**src/design/ascc_ctrl.sv**
```systemverilog
// The plain strobed port and the register offsets were left to the implementer.
`timescale 1ns/10ps
`default_nettype none

package ascc_pkg;
    // Register offsets
    localparam logic [3:0] OFS_CTRL1  = 4'h0;
    localparam logic [3:0] OFS_ALLOC  = 4'h1;
    localparam logic [3:0] OFS_STATUS = 4'h2;
    localparam logic [3:0] OFS_MASK   = 4'h3;
    // Control one field positions
    localparam int POS_DONE   = 0;
    localparam int POS_SAMPLE_ENABLE   = 1;
    localparam int POS_SAMPLE_AUTO_START   = 2;
    localparam int POS_SIM    = 3;
    localparam int POS_SRC    = 5;
    localparam int POS_CHANNEL_COUNT_SELECT   = 8;
    localparam int POS_TWELVE = 10;
    // Allocation field and interrupt bits
    localparam int ALLOC_W    = 3;
    localparam int EV_W       = 2;
    localparam int EV_DONE    = 0;
    localparam int EV_SAMPEND = 1;
    // Reset values and codes
    localparam logic [2:0]      SRC_MANUAL  = 3'h0;
    localparam logic [2:0]      ALLOC_RESET = 3'h0;
    localparam logic [EV_W-1:0] MASK_RESET  = 2'h0;
    typedef enum logic [1:0] {
        ST_IDLE   = 2'b00,
        ST_SAMPLE = 2'b01,
        ST_CONV   = 2'b10,
        ST_WAIT   = 2'b11
    } ascc_state_t;
endpackage

module ascc_ctrl #(
    parameter int DATA_W = 16,
    parameter int ADDR_W = 4
) (
    // Clock and reset
    input  wire logic              i_ref_clk,
    input  wire logic              i_rst,
    // Register port
    input  wire logic [ADDR_W-1:0] i_addr,
    input  wire logic [DATA_W-1:0] i_wr_data,
    input  wire logic              i_wr_en,
    input  wire logic              i_rd_en,
    output logic      [DATA_W-1:0] o_rd_data,
    // Sample/hold and conversion core
    input  wire logic              i_trigger,
    input  wire logic              i_conv_done,
    output logic      [3:0]        o_acquire,
    output logic                   o_conv_start,
    output logic      [1:0]        o_conv_chan,
    output logic      [7:0]        o_buffer_words,
    // Interrupt
    output logic                   o_irq
);

    // Last channel index for a channel count setting
    function automatic logic [1:0] fn_last_index(input logic [1:0] channel_count_select);
        fn_last_index = channel_count_select[1] ? 2'h3 : (channel_count_select[0] ? 2'h1 : 2'h0);
    endfunction

    // Simultaneous mode only with several channels and not in 12-bit mode
    function automatic logic fn_sim_eff(input logic sim, input logic twelve,
                                        input logic [1:0] channel_count_select);
        fn_sim_eff = sim && !twelve && (channel_count_select != 2'h0);
    endfunction

    // Acquire lines for a sampling phase
    function automatic logic [3:0] fn_acq(input logic sim,
                                          input logic [1:0] channel_count_select,
                                          input logic [1:0] idx);
        if (sim)
        begin
            fn_acq = channel_count_select[1] ? 4'hF : 4'h3;
        end
        else
        begin
            fn_acq = 4'h1 << idx;
        end
    endfunction

    ascc_pkg::ascc_state_t state_reg, state_next;
    logic              done_reg, done_next;
    logic              sample_auto_start_reg, sample_auto_start_next;
    logic              sim_reg, sim_next;
    logic [2:0]        src_reg, src_next;
    logic [1:0]        channel_count_select_reg, channel_count_select_next;
    logic              twelve_reg, twelve_next;
    logic [ascc_pkg::ALLOC_W-1:0] alloc_reg, alloc_next;
    logic [ascc_pkg::EV_W-1:0]    stat_reg, stat_next;
    logic [ascc_pkg::EV_W-1:0]    mask_reg, mask_next;
    logic              irq_reg, irq_next;
    logic [DATA_W-1:0] rd_data_reg, rd_data_next;
    logic [3:0]        acq_reg, acq_next;
    logic              cstart_reg, cstart_next;
    logic [1:0]        cchan_reg, cchan_next;
    logic [7:0]        words_reg, words_next;
    logic              seq_load, seq_adv, seq_last;
    logic [1:0]        seq_idx, seq_idx_next;
    logic              wr_ctrl, wr_alloc, wr_mask, rd_stat;
    logic              sim_eff, ev_done, ev_end;

    assign wr_ctrl  = i_wr_en && (i_addr == ADDR_W'(ascc_pkg::OFS_CTRL1));
    assign wr_alloc = i_wr_en && (i_addr == ADDR_W'(ascc_pkg::OFS_ALLOC));
    assign wr_mask  = i_wr_en && (i_addr == ADDR_W'(ascc_pkg::OFS_MASK));
    assign rd_stat  = i_rd_en && (i_addr == ADDR_W'(ascc_pkg::OFS_STATUS));
    assign sim_eff  = fn_sim_eff(sim_reg, twelve_reg, channel_count_select_reg);

    ascc_chan_seq #(
        .IDX_W (2)
    ) u_seq (
        .i_ref_clk    (i_ref_clk),
        .i_rst        (i_rst),
        .i_load       (seq_load),
        .i_advance    (seq_adv),
        .i_last_index (fn_last_index(channel_count_select_reg)),
        .o_index      (seq_idx),
        .o_next_index (seq_idx_next),
        .o_last       (seq_last)
    );

    // Sequencer, control fields and complete flag
    always_comb
    begin
        state_next  = state_reg;
        done_next   = done_reg;
        sample_auto_start_next   = sample_auto_start_reg;
        sim_next    = sim_reg;
        src_next    = src_reg;
        channel_count_select_next   = channel_count_select_reg;
        twelve_next = twelve_reg;
        alloc_next  = alloc_reg;
        mask_next   = mask_reg;
        seq_load    = 1'b0;
        seq_adv     = 1'b0;
        cstart_next = 1'b0;
        cchan_next  = cchan_reg;
        ev_done     = 1'b0;
        ev_end      = 1'b0;
        if (wr_ctrl)
        begin
            sample_auto_start_next   = i_wr_data[ascc_pkg::POS_SAMPLE_AUTO_START];
            sim_next    = i_wr_data[ascc_pkg::POS_SIM];
            src_next    = i_wr_data[ascc_pkg::POS_SRC +: 3];
            channel_count_select_next   = i_wr_data[ascc_pkg::POS_CHANNEL_COUNT_SELECT +: 2];
            twelve_next = i_wr_data[ascc_pkg::POS_TWELVE];
            if (!i_wr_data[ascc_pkg::POS_DONE])
            begin
                done_next = 1'b0;
            end
        end
        if (wr_alloc)
        begin
            alloc_next = i_wr_data[ascc_pkg::ALLOC_W-1:0];
        end
        if (wr_mask)
        begin
            mask_next = i_wr_data[ascc_pkg::EV_W-1:0];
        end
        case (state_reg)
            ascc_pkg::ST_IDLE:
            begin
                // Hold until software sets the enable
                if (wr_ctrl && i_wr_data[ascc_pkg::POS_SAMPLE_ENABLE])
                begin
                    state_next = ascc_pkg::ST_SAMPLE;
                    seq_load   = 1'b1;
                end
            end
            ascc_pkg::ST_SAMPLE:
            begin
                if ((src_reg == ascc_pkg::SRC_MANUAL && wr_ctrl &&
                     !i_wr_data[ascc_pkg::POS_SAMPLE_ENABLE]) ||
                    (src_reg != ascc_pkg::SRC_MANUAL && i_trigger))
                begin
                    state_next = ascc_pkg::ST_CONV;
                    ev_end     = 1'b1;
                end
            end
            ascc_pkg::ST_CONV:
            begin
                cstart_next = 1'b1;
                cchan_next  = seq_idx;
                done_next   = 1'b0;
                state_next  = ascc_pkg::ST_WAIT;
            end
            ascc_pkg::ST_WAIT:
            begin
                if (i_conv_done)
                begin
                    if (seq_last)
                    begin
                        done_next = 1'b1;
                        ev_done   = 1'b1;
                        if (sample_auto_start_reg)
                        begin
                            state_next = ascc_pkg::ST_SAMPLE;
                            seq_load   = 1'b1;
                        end
                        else
                        begin
                            state_next = ascc_pkg::ST_IDLE;
                        end
                    end
                    else
                    begin
                        // Held group converts on; sequential resamples
                        seq_adv    = 1'b1;
                        state_next = sim_eff ? ascc_pkg::ST_CONV
                                             : ascc_pkg::ST_SAMPLE;
                    end
                end
            end
            default:
            begin
                state_next = ascc_pkg::ST_IDLE;
            end
        endcase
    end

    // Outputs, interrupt status and read data
    always_comb
    begin
        stat_next = rd_stat ? '0 : stat_reg;
        stat_next[ascc_pkg::EV_DONE]    = stat_next[ascc_pkg::EV_DONE]
                                          | ev_done;
        stat_next[ascc_pkg::EV_SAMPEND] = stat_next[ascc_pkg::EV_SAMPEND]
                                          | ev_end;
        irq_next = |(stat_next & mask_next);
        acq_next = 4'h0;
        if (state_next == ascc_pkg::ST_SAMPLE)
        begin
            acq_next = fn_acq(fn_sim_eff(sim_next, twelve_next, channel_count_select_next),
                              channel_count_select_next, seq_idx_next);
        end
        words_next   = 8'h01 << alloc_next;
        rd_data_next = '0;
        if (i_rd_en)
        begin
            case (i_addr)
                ADDR_W'(ascc_pkg::OFS_CTRL1):
                begin
                    rd_data_next[ascc_pkg::POS_DONE]   = done_reg;
                    rd_data_next[ascc_pkg::POS_SAMPLE_ENABLE]   =
                        (state_reg == ascc_pkg::ST_SAMPLE);
                    rd_data_next[ascc_pkg::POS_SAMPLE_AUTO_START]   = sample_auto_start_reg;
                    rd_data_next[ascc_pkg::POS_SIM]    =
                        sim_reg && !twelve_reg;
                    rd_data_next[ascc_pkg::POS_SRC +: 3]  = src_reg;
                    rd_data_next[ascc_pkg::POS_CHANNEL_COUNT_SELECT +: 2] = channel_count_select_reg;
                    rd_data_next[ascc_pkg::POS_TWELVE] = twelve_reg;
                end
                ADDR_W'(ascc_pkg::OFS_ALLOC):
                    rd_data_next[ascc_pkg::ALLOC_W-1:0] = alloc_reg;
                ADDR_W'(ascc_pkg::OFS_STATUS):
                    rd_data_next[ascc_pkg::EV_W-1:0] = stat_reg;
                ADDR_W'(ascc_pkg::OFS_MASK):
                    rd_data_next[ascc_pkg::EV_W-1:0] = mask_reg;
                default:
                    rd_data_next = '0; // Unmapped reads as zero
            endcase
        end
    end

    // State registers
    always_ff @(posedge i_ref_clk)
    begin
        if (i_rst)
        begin
            state_reg   <= ascc_pkg::ST_IDLE;
            done_reg    <= 1'b0;
            sample_auto_start_reg    <= 1'b0;
            sim_reg     <= 1'b0;
            src_reg     <= ascc_pkg::SRC_MANUAL;
            channel_count_select_reg    <= 2'h0;
            twelve_reg  <= 1'b0;
            alloc_reg   <= ascc_pkg::ALLOC_RESET;
            stat_reg    <= '0;
            mask_reg    <= ascc_pkg::MASK_RESET;
            irq_reg     <= 1'b0;
            rd_data_reg <= '0;
            acq_reg     <= 4'h0;
            cstart_reg  <= 1'b0;
            cchan_reg   <= 2'h0;
            words_reg   <= 8'h01;
        end
        else
        begin
            state_reg   <= state_next;
            done_reg    <= done_next;
            sample_auto_start_reg    <= sample_auto_start_next;
            sim_reg     <= sim_next;
            src_reg     <= src_next;
            channel_count_select_reg    <= channel_count_select_next;
            twelve_reg  <= twelve_next;
            alloc_reg   <= alloc_next;
            stat_reg    <= stat_next;
            mask_reg    <= mask_next;
            irq_reg     <= irq_next;
            rd_data_reg <= rd_data_next;
            acq_reg     <= acq_next;
            cstart_reg  <= cstart_next;
            cchan_reg   <= cchan_next;
            words_reg   <= words_next;
        end
    end

    assign o_rd_data      = rd_data_reg;
    assign o_acquire      = acq_reg;
    assign o_conv_start   = cstart_reg;
    assign o_conv_chan    = cchan_reg;
    assign o_buffer_words = words_reg;
    assign o_irq          = irq_reg;
endmodule

`default_nettype wire

```
**src/design/ascc_chan_seq.sv**
```systemverilog
`timescale 1ns/10ps
`default_nettype none

// Channel index walker for one sample/convert group
module ascc_chan_seq #(
    parameter int IDX_W = 2
) (
    // Clock and reset
    input  wire logic             i_ref_clk,
    input  wire logic             i_rst,
    // Control
    input  wire logic             i_load,
    input  wire logic             i_advance,
    input  wire logic [IDX_W-1:0] i_last_index,
    // Status
    output logic      [IDX_W-1:0] o_index,
    output logic      [IDX_W-1:0] o_next_index,
    output logic                  o_last
);

    logic [IDX_W-1:0] index_reg;
    logic [IDX_W-1:0] index_next;

    // Load restarts at channel zero; advance steps to the next channel and holds at the last index
    always_comb
    begin
        index_next = index_reg;
        if (i_load)
        begin
            index_next = '0;
        end
        else if (i_advance && (index_reg != i_last_index))
        begin
            index_next = index_reg + IDX_W'(1);
        end
    end

    // Index register
    always_ff @(posedge i_ref_clk)
    begin
        if (i_rst)
        begin
            index_reg <= '0;
        end
        else
        begin
            index_reg <= index_next;
        end
    end

    assign o_index      = index_reg;
    assign o_next_index = index_next;
    assign o_last       = (index_reg == i_last_index);

endmodule

`default_nettype wire

```
**config.mk**
```make
export PLATFORM = sky130hd
export DESIGN_NAME = ascc_ctrl
export DESIGN_NICKNAME = d
export VERILOG_FILES = /design/src/design/ascc_ctrl.sv /design/src/design/ascc_chan_seq.sv
export SDC_FILE = /design/constraint.sdc
export NUM_CORES = 1
export LEC_CHECK = 0
export ABC_AREA = 0
export BUFFER_PORTS_ARGS = -buffer_cell sky130_fd_sc_hd__buf_2
export CORE_ASPECT_RATIO = 0.9
export CORE_MARGIN = 3
export CORE_UTILIZATION = 46
export CTS_BUF_LIST = sky130_fd_sc_hd__clkbuf_4 sky130_fd_sc_hd__clkbuf_8 sky130_fd_sc_hd__clkbuf_16
export CTS_CLUSTER_SIZE = 12
export DETAILED_ROUTE_END_ITERATION = 10
export PLACE_DENSITY = 0.75
export SLEW_MARGIN = 20
export SYNTH_ARGS = -nofsm -noshare
export SYNTH_HDL_FRONTEND = slang
export SYNTH_SLANG_ARGS = --single-unit
```
**constraint.sdc**
```tcl
create_clock -name i_ref_clk -period 2 [get_ports i_ref_clk]
set_input_delay 0.3 -clock i_ref_clk [delete_from_list [all_inputs] [get_ports i_ref_clk]]
set_output_delay 0.3 -clock i_ref_clk [all_outputs]
set_load 0.05 [all_outputs]
```
==> reports/results.txt, run 1 <==
average vias per placed instance = 5.17
setup slack after layout = 0.0660 ns
Slew headroom = 66.9%
Layout area overhead = 27.6%
multi-input logic area = 0.00107 mm^2
GPL Wtd Cong = 0.869
Min Hold Slack = 0.241 ns
Num CTS Buffers = 5
Clock transition at path regs = 0.08 ns
worst hold path type = in2reg
Max Freq = 517 MHz
CTS root buffer = clkbuf_8
CTS tree = done
WL per Instance = 13.6 um
most frequent cell after synthesis = dfxtp_1
GRT overflow = 0
CP Class = reg2reg
Clock Latency Late Sink = 0.30 ns
initial antenna violation count = 0
Routed WL = 4.19 mm
sequential share of the synthesized area = 45.9%
fin nets = 291
gr usage total = 16.6%
pin count of the biggest net entering global routing = 26
Initial Utilization = 48.6%
total number of yosys warnings = 0
status = completed
crit path DAT = 2.11 ns
share of the synthesized area in the top cell type = 45.9%
placed insts = 300
initial DRC count = 87
antenna viol nets, final = 0
Layout Cells excl Fill = 309
required time worst endpoint = 2.18 ns
cell taking the most area after synthesis = dfxtp_1
pre-CTS setup slack = -0.0839 ns
Final Hold Viols = 0
die area = 0.00520 mm^2
crit-path max FO = 5
max FFs per register = 10
Antenna diodes = 0
top_reg_cell synth = dfxtp_1
synthesized instance count = 200
FP Rows = 22
critical path endpoint category = flip-flop
vias in the first global route = 1438
Yosys cell types = 53
storage element area = 930 um^2
core box area = 0.00413 mm^2
Setup Viol. Count Final = 0
P_leak = 1.19 nW
DR vias = 1597
fillcell total = 365
Post-synth top cells = dfxtp_1, nor2_1, mux2i_1
max cap viols = 0
Longest Clk Path Bufs = 2
synth top area cells = dfxtp_1, mux2i_1, nor2_1
Power Density = 761 mW/mm^2
die height = 68.7 um
Final TNS setup = 0 ns
H-tree levels = 2
fin crit period = 1.93 ns
post-synthesis cell area = 0.00201 mm^2
CP startpoint kind = flip-flop
chip width = 75.6 um
Synth Area per Inst = 10.0 um^2
DRC = 0
Slew @ Worst Pin = 0.483 ns
maximum vdd drop = 0.553 mV
Detail Placement HPWL = 3.16 mm
layout cells sized above 1 = 35.2%
EDFF count, synth = 0
Final Skew = 0.00841 ns
DRT Pass-1 Iters = 6
first-pass GRT wire length = 6.47 mm
asr flop ratio synth = 0%
CTS Sinks = 46
#FFs+latches synth = 46
Final Util = 62.1%
PortBufs = 45
Final Cycle Share = 96.7%
final number of max-transition violations = 0
I/O Pins = 58
per-stage QoR:
| stage | area [um^2] | power (mW) |
|---|---|---|
| detailed placement | 2340 | 1.12 |
| CTS | 2490 | 1.96 |
| global placement | 2340 | 1.12 |
| finish | 2560 | 1.95 |
| global route | 2560 | 2.02 |
| floorplan | 2030 | 1.07 |
cells in the final DEF (no fill, tap or decap), types with 3 or more instances in the layout:
cell      synthesis  final
and2_1            7      6
nand2_1           9      9
nand2b_1          6      5
inv_1             6      6
conb_1            1      6
mux2i_1          21     21
ha_1              5      3
and3_1            6      6
buf_4             7     14
nor2_1           25     25
a21oi_1           3      3
nor3_1            7      7
clkbuf_8          0      6
dfxtp_2           0      4
dfxtp_1          46     41
nor2b_1           4      4
buf_2             1     45
a31oi_1           3      3
worst paths after layout:
kind | start | endpoint | slack [ns] | depth (start not counted)
max | state_reg[0] | state_reg[1] | 0.07 | 6
min | i_wr_data[7] | src_reg[2] | 0.24 | 3
max reg2reg | state_reg[0] | state_reg[1] | 0.07 | 6
min reg2reg | done_reg | done_reg | 0.49 | 2
worst max-delay path, stage by stage (launching register included):
cell and delay (ns):
dfxtp_4 0.36, buf_4 0.14, ha_1 0.23, or3_1 0.37, a221oi_1 0.35, a22oi_2 0.20
nor2b_1 0.16
cell type report:
class | instances | share of cell area (%)
clock buffers | 6 | 3.22
clock inverters | 2 | 2.34
inverters | 8 | 1.17
multi-input cells | 140 | 41.7
flip-flops and latches | 46 | 36.3
well taps | 48 | 2.34
repair buffers | 59 | 12.9
layer usage:
layer	global-route usage, %	share of wire [%]
met3	4.35	4.9
met4	8.95	2.3
met5	0	0
met1	21.3	47
met2	25.5	45
power by group:
group	leakage (nW)	switching (mW)	internal, mW	total (mW)
Clock	0.0714	0.303	0.532	0.836
Combinational	0.747	0.116	0.0649	0.181
Sequential	0.374	0.00798	0.927	0.935
cell families after synthesis:
logic type	count (synthesis)	synth area share, %
other	1	0.187
adders and majority gates	5	3.12
buffers and inverters	19	4.92
xor gates and xnor gates	3	1.68
muxes	22	11.0
DFF	46	45.9
AOI/OAI and AO/OA	25	12.0
and+or+nand+nor	79	21.2
timing repair:
action,4_1_cts,5_1_grt
pin swaps,1,4
hold buffers,0,0
cloned,0,0
setup endpoints to repair,2,5
gates resized for setup,2,14
setup buffers,0,1
(Power assumes the default switching activity.)
==> run 2: changes to the inputs <==
Settings changed: CORE_UTILIZATION 46 to 48, CTS_BUF_LIST sky130_fd_sc_hd__clkbuf_4 sky130_fd_sc_hd__clkbuf_8 sky130_fd_sc_hd__clkbuf_16 to sky130_fd_sc_hd__clkbuf_8, PLACE_DENSITY 0.75 to 0.78, SKIP_LAST_GASP set to 1.
==> run 2 against run 1 <==
Maximum frequency up 0.50%. Sequential share of layout area up 0.60 points. Global-route usage up 1.2 points. Critical path type unchanged. Highest routed layer is now met3.
==> reports/results.txt, run 2 (synthesis results as in run 1) <==
worst path cell trace = ha_2 > and4_1 > a32oi_4 > buf_4 > nor2_1 > o41ai_2 > buf_4 > nor3_1
Worst Reg-to-Reg Cells = 8
Routed WL = 4.38 mm
WL per Instance = 14.3 um
P_leak = 1.17 nW
setup slack after layout = 0.0757 ns
Initial Utilization = 52.0%
status = completed
hold buffers post-CTS = 0
Num CTS Buffers = 5
required time worst endpoint = 2.17 ns
Slew @ Worst Pin = 0.482 ns
average vias per placed instance = 5.26
CP Class = reg2reg
Setup Viol. Count Final = 0
Most common cell on crit path = buf_4
DR vias = 1610
fin nets = 290
Hold Crit Start = i_wr_data[5]
most common cell after layout, fill and taps aside = buf_2
RR Endpoint = o_acquire[1]
initial DRC count = 95
core box area = 0.00386 mm^2
Max Freq = 520 MHz
Layout area overhead = 24.9%
I/O Pins = 58
antenna viol nets, final = 0
Power Density = 714 mW/mm^2
Slew headroom = 66.9%
Crit. Startpoint = state_reg[0]
CTS tree = done
Final Skew = 0.00586 ns
critical path endpoint category = flip-flop
layout cells sized above 1 = 35.0%
fin crit period = 1.92 ns
critical path endpoint = o_acquire[1]
vias in the first global route = 1511
RR Startpoint = state_reg[0]
CTS root buffer = clkbuf_8
die height = 67.4 um
final number of max-transition violations = 0
DRC = 0
maximum vdd drop = 0.406 mV
worst hold path type = in2reg
Final Util = 64.9%
Top delay family on crit path = compound AO/OA/AOI/OAI gates
CTS Sinks = 46
Final Hold Viols = 0
PortBufs = 45
chip width = 74.2 um
gr usage total = 17.8%
Clock Latency Late Sink = 0.29 ns
Clock transition at path regs = 0.08 ns
Longest Clk Path Bufs = 2
WP buf/inv = 2
max FFs per register = 10
initial antenna violation count = 0
first-pass GRT wire length = 6.87 mm
Final Cycle Share = 96.2%
crit path DAT = 2.09 ns
die area = 0.00500 mm^2
unrepaired setup endpoints after global routing = false
pin count of the biggest net entering global routing = 26
CP peak stage delay = 0.34 ns
Final TNS setup = 0 ns
H-tree levels = 2
most frequent cells in the layout = buf_2, dfxtp_1, nor2_1, mux2i_1, buf_4
GRT overflow = 0
flop-to-flop setup slack = 0.08 ns
Detail Placement HPWL = 3.08 mm
GPL Wtd Cong = 0.793
pre-CTS setup slack = 0.0385 ns
FP Rows = 21
Antenna diodes = 0
critical path depth in cells = 8
max cap viols = 0
DRT Pass-1 Iters = 4
CP startpoint kind = flip-flop
fillcell total = 322
crit-path max FO = 5
Slowest cell on crit path = dfxtp_2
run 2: cell count changes in the layout (fill, tap and decap cells not counted), sizes merged:
cell and delta:
clkbuf -1, bufinv -1, buf -1, clkinv +2
run 2: area by class of cell:
class / count / area (um^2) / area share [%]
clock inverter: 3 / 40.0 / 1.60
inverter: 8 / 30.0 / 1.20
tap: 46 / 57.6 / 2.30
sequential: 46 / 925 / 36.9
clock buffer: 5 / 68.8 / 2.74
multi-input combinational: 140 / 1060 / 42.4
timing repair buffer: 58 / 323 / 12.9
run 2: power by group:
part	leakage, nW	total (mW)	internal [mW]	switching, mW
sequential	0.372	0.934	0.926	0.00741
clock	0.0579	0.669	0.368	0.301
combinational	0.744	0.188	0.0667	0.121
run 2: worst min path at each step:
stage                                  end  slack, ns  cells after the start
2_1_floorplan                  mask_reg[0]       0.38                      1
3_3_place_gp                   stat_reg[0]       0.47                      2
3_5_place_dp                 o_rd_data[10]       0.47                      1
4_1_cts                         src_reg[0]       0.24                      3
5_1_grt        channel_count_select_reg[0]       0.26                      3
6_report                        src_reg[0]       0.25                      3
run 2: tightest hold or removal path, delay by kind of cell:
kind	cells	cell delay, ns
AND/OR/NAND/NOR	1	0.07
buffers and inverters	1	0.08
multiplexers	1	0.05
run 2: routing by layer:
metal / up-vias / part of all wire (%) / global-route usage [%]
li1: 802 / - / -
met1: 764 / 45 / 22.7
met2: 44 / 48 / 30.2
met3: 0 / 6.5 / 4.32
met4: 0 / 0 / 4.75
met5: - / 0 / 0
run 2: stage by stage:
step | cells | hold WS, ns | cell area, um^2 | total power, mW
2_1_floorplan | 205 | 0.384 | 2030 | 1.07
3_3_place_gp | 297 | 0.465 | 2330 | 1.12
3_5_place_dp | 297 | 0.470 | 2330 | 1.12
4_1_cts | 305 | 0.245 | 2440 | 1.78
5_1_grt | 306 | 0.258 | 2510 | 1.85
6_report | 306 | 0.251 | 2510 | 1.79
run 2: repair_timing:
item,CTS,global route
setup endpoints to repair,1,5
resized for setup,1,13
pin swaps,0,5
buffers inserted,0,1
==> run 3: changes to the inputs <==
Settings changed: BUFFER_PORTS_ARGS -buffer_cell sky130_fd_sc_hd__buf_2 to -buffer_cell sky130_fd_sc_hd__buf_4, RECOVER_POWER set to 25.
==> run 3 against run 2 <==
Critical path depth down 2. Clock power up 22%. Non-clock buffer count down 1. Cell area up 3.1%. Clock skew about the same. Sequential share of layout area down 1.1 points. Setup slack worse by 0.026 ns. Global-route usage down 0.20 points. Hold slack worse by 0.011 ns. Sequential power about the same. Register-to-register slack worse by 0.03 ns. Cell count down 0.33%.
==> reports/results.txt, run 3 (synthesis results as in run 1) <==
status = completed
switching part of the total power = 22.6%
core box area = 0.00386 mm^2
Power Density = 751 mW/mm^2
antenna viol nets, final = 0
Post-CTS Repair Setup Buffers = 0
P_int = 1.50 mW
PortBufs = 45
most common cell after layout, fill and taps aside = buf_4
placed insts = 297
chip width = 74.2 um
Clock transition at path regs = 0.09 ns
worst hold path type = in2reg
Flop pwr share = 48.1%
initial antenna violation count = 0
GPL Wtd Cong = 0.858
WP buf/inv = 0
crit path DAT = 2.17 ns
Slew headroom = 60.3%
max FFs per register = 10
hold buffers post-CTS = 0
Clock Latency Late Sink = 0.30 ns
required time worst endpoint = 2.22 ns
FP Rows = 21
layout cells sized above 1 = 28.2%
Slowest cell on crit path = or4_4
first-pass GRT wire length = 6.71 mm
CTS root buffer = clkbuf_8
Global Route met1 Usage = 24.0%
gr usage total = 17.6%
CP peak stage delay = 0.55 ns
average vias per placed instance = 5.30
Longest Clk Path Bufs = 2
CP Class = reg2reg
max cap viols = 0
RR Startpoint = state_reg[0]
Detail Placement HPWL = 3.09 mm
initial DRC count = 86
Slew @ Worst Pin = 0.598 ns
fin crit period = 1.95 ns
most frequent cells in the layout = buf_4, dfxtp_1, nor2_1, mux2i_1, clkbuf_1
Antenna diodes = 0
Hold Crit Start = i_wr_data[6]
final instance area = 0.00258 mm^2
crit-path max FO = 4
Setup Viol. Count Final = 0
met2 usage = 27.4%
critical path endpoint category = flip-flop
Max Freq = 513 MHz
Final Skew = 0.00542 ns
Layout area overhead = 28.7%
unrepaired setup endpoints after global routing = true
Final Hold Viols = 0
die area = 0.00500 mm^2
CP startpoint kind = flip-flop
WL per Instance = 14.1 um
I/O Pins = 58
Initial Utilization = 52.0%
CTS tree = done
fin nets = 289
P_leak = 1.14 nW
clock group share of total power = 41.9%
Crit. Startpoint = state_reg[0]
Final Cycle Share = 97.5%
CTS Sinks = 46
Layout Cells excl Fill = 305
Top delay family on crit path = simple AND/OR/NAND/NOR gates
pre-CTS setup slack = 0.0145 ns
combinational power share = 10.0%
pin count of the biggest net entering global routing = 26
Routed WL = 4.30 mm
final number of max-transition violations = 0
H-tree levels = 2
GR peak layer = met2
P_sw = 439 uW
maximum vdd drop = 0.449 mV
vias in the first global route = 1458
flop-to-flop setup slack = 0.05 ns
GRT overflow = 0
die height = 67.4 um
Num CTS Buffers = 5
DRT Pass-1 Iters = 4
setup slack after layout = 0.0494 ns
GRT met3 Usage = 4.46%
worst path cell trace = ha_2 > and2_1 > a32oi_4 > o32ai_4 > or4_4 > a211oi_2
DR vias = 1618
DRC = 0
Area after DPL = 0.00244 mm^2
[run 3: changes by cell type in the layout (fill, tap and decap cells not counted), sizes merged]
| cell | before | now |
|---|---|---|
| bufinv | 1 | 2 |
| clkbuf | 5 | 18 |
| clkinv | 2 | 1 |
| buf | 58 | 44 |
[run 3: area by class of cell]
class                   instances  area, um^2
inverters                       8        30.0
flip-flops and latches         46         925
fillers                       324        1280
well taps                      46        57.6
multi-input cells             140        1060
clock inverters                 3        68.8
clock buffers                   5        68.8
repair buffers                 57         379
[run 3: worst register-to-register path, stage by stage, from the launching register on]
cell and delay, ns:
dfxtp_2 0.33, ha_2 0.20, and2_1 0.18, a32oi_4 0.28, o32ai_4 0.13, or4_4 0.55, a211oi_2 0.21
[run 3: what timing repair did]
| action | 4_1_cts | 5_1_grt |
|---|---|---|
| pin swaps | 0 | 5 |
| resized for setup | 1 | 10 |
| setup endpoints to repair | 1 | 5 |
[run 3: per-stage QoR]
stage | total power [mW] | util (%) | setup TNS [ns] | hold WS [ns]
2_1_floorplan | 1.07 | - | 0 | 0.384
3_3_place_gp | 1.13 | 63.3 | 0 | 0.466
3_5_place_dp | 1.14 | 63.3 | 0 | 0.470
4_1_cts | 1.94 | 66.9 | 0 | 0.242
5_1_grt | 2.00 | 66.9 | -0.0630 | 0.242
6_report | 1.94 | 66.9 | 0 | 0.241
[run 3: per-layer routing]
metal	routed length, um	vias to the layer above
met1	2050	756
li1	-	805
met3	271	7
met5	0	-
met2	1920	50
met4	59	0
[run 3: worst paths after layout]
| kind | endpoint | depth (start not counted) |
|---|---|---|
| worst max-delay path | o_acquire[2] | 6 |
| worst min-delay path | src_reg[1] | 3 |
| worst max register to register | o_acquire[2] | 6 |
| worst min register to register | o_rd_data[10] | 1 |
[run 3: power groups by stage]
stage / sequential, mW / combinational (mW) / clock (mW)
after floorplan: 0.970 / 0.105 / 0
after global placement: 0.954 / 0.180 / 0
after detailed placement: 0.954 / 0.182 / 0
after CTS: 0.933 / 0.184 / 0.823
after global routing: 0.935 / 0.207 / 0.858
final: 0.933 / 0.193 / 0.814
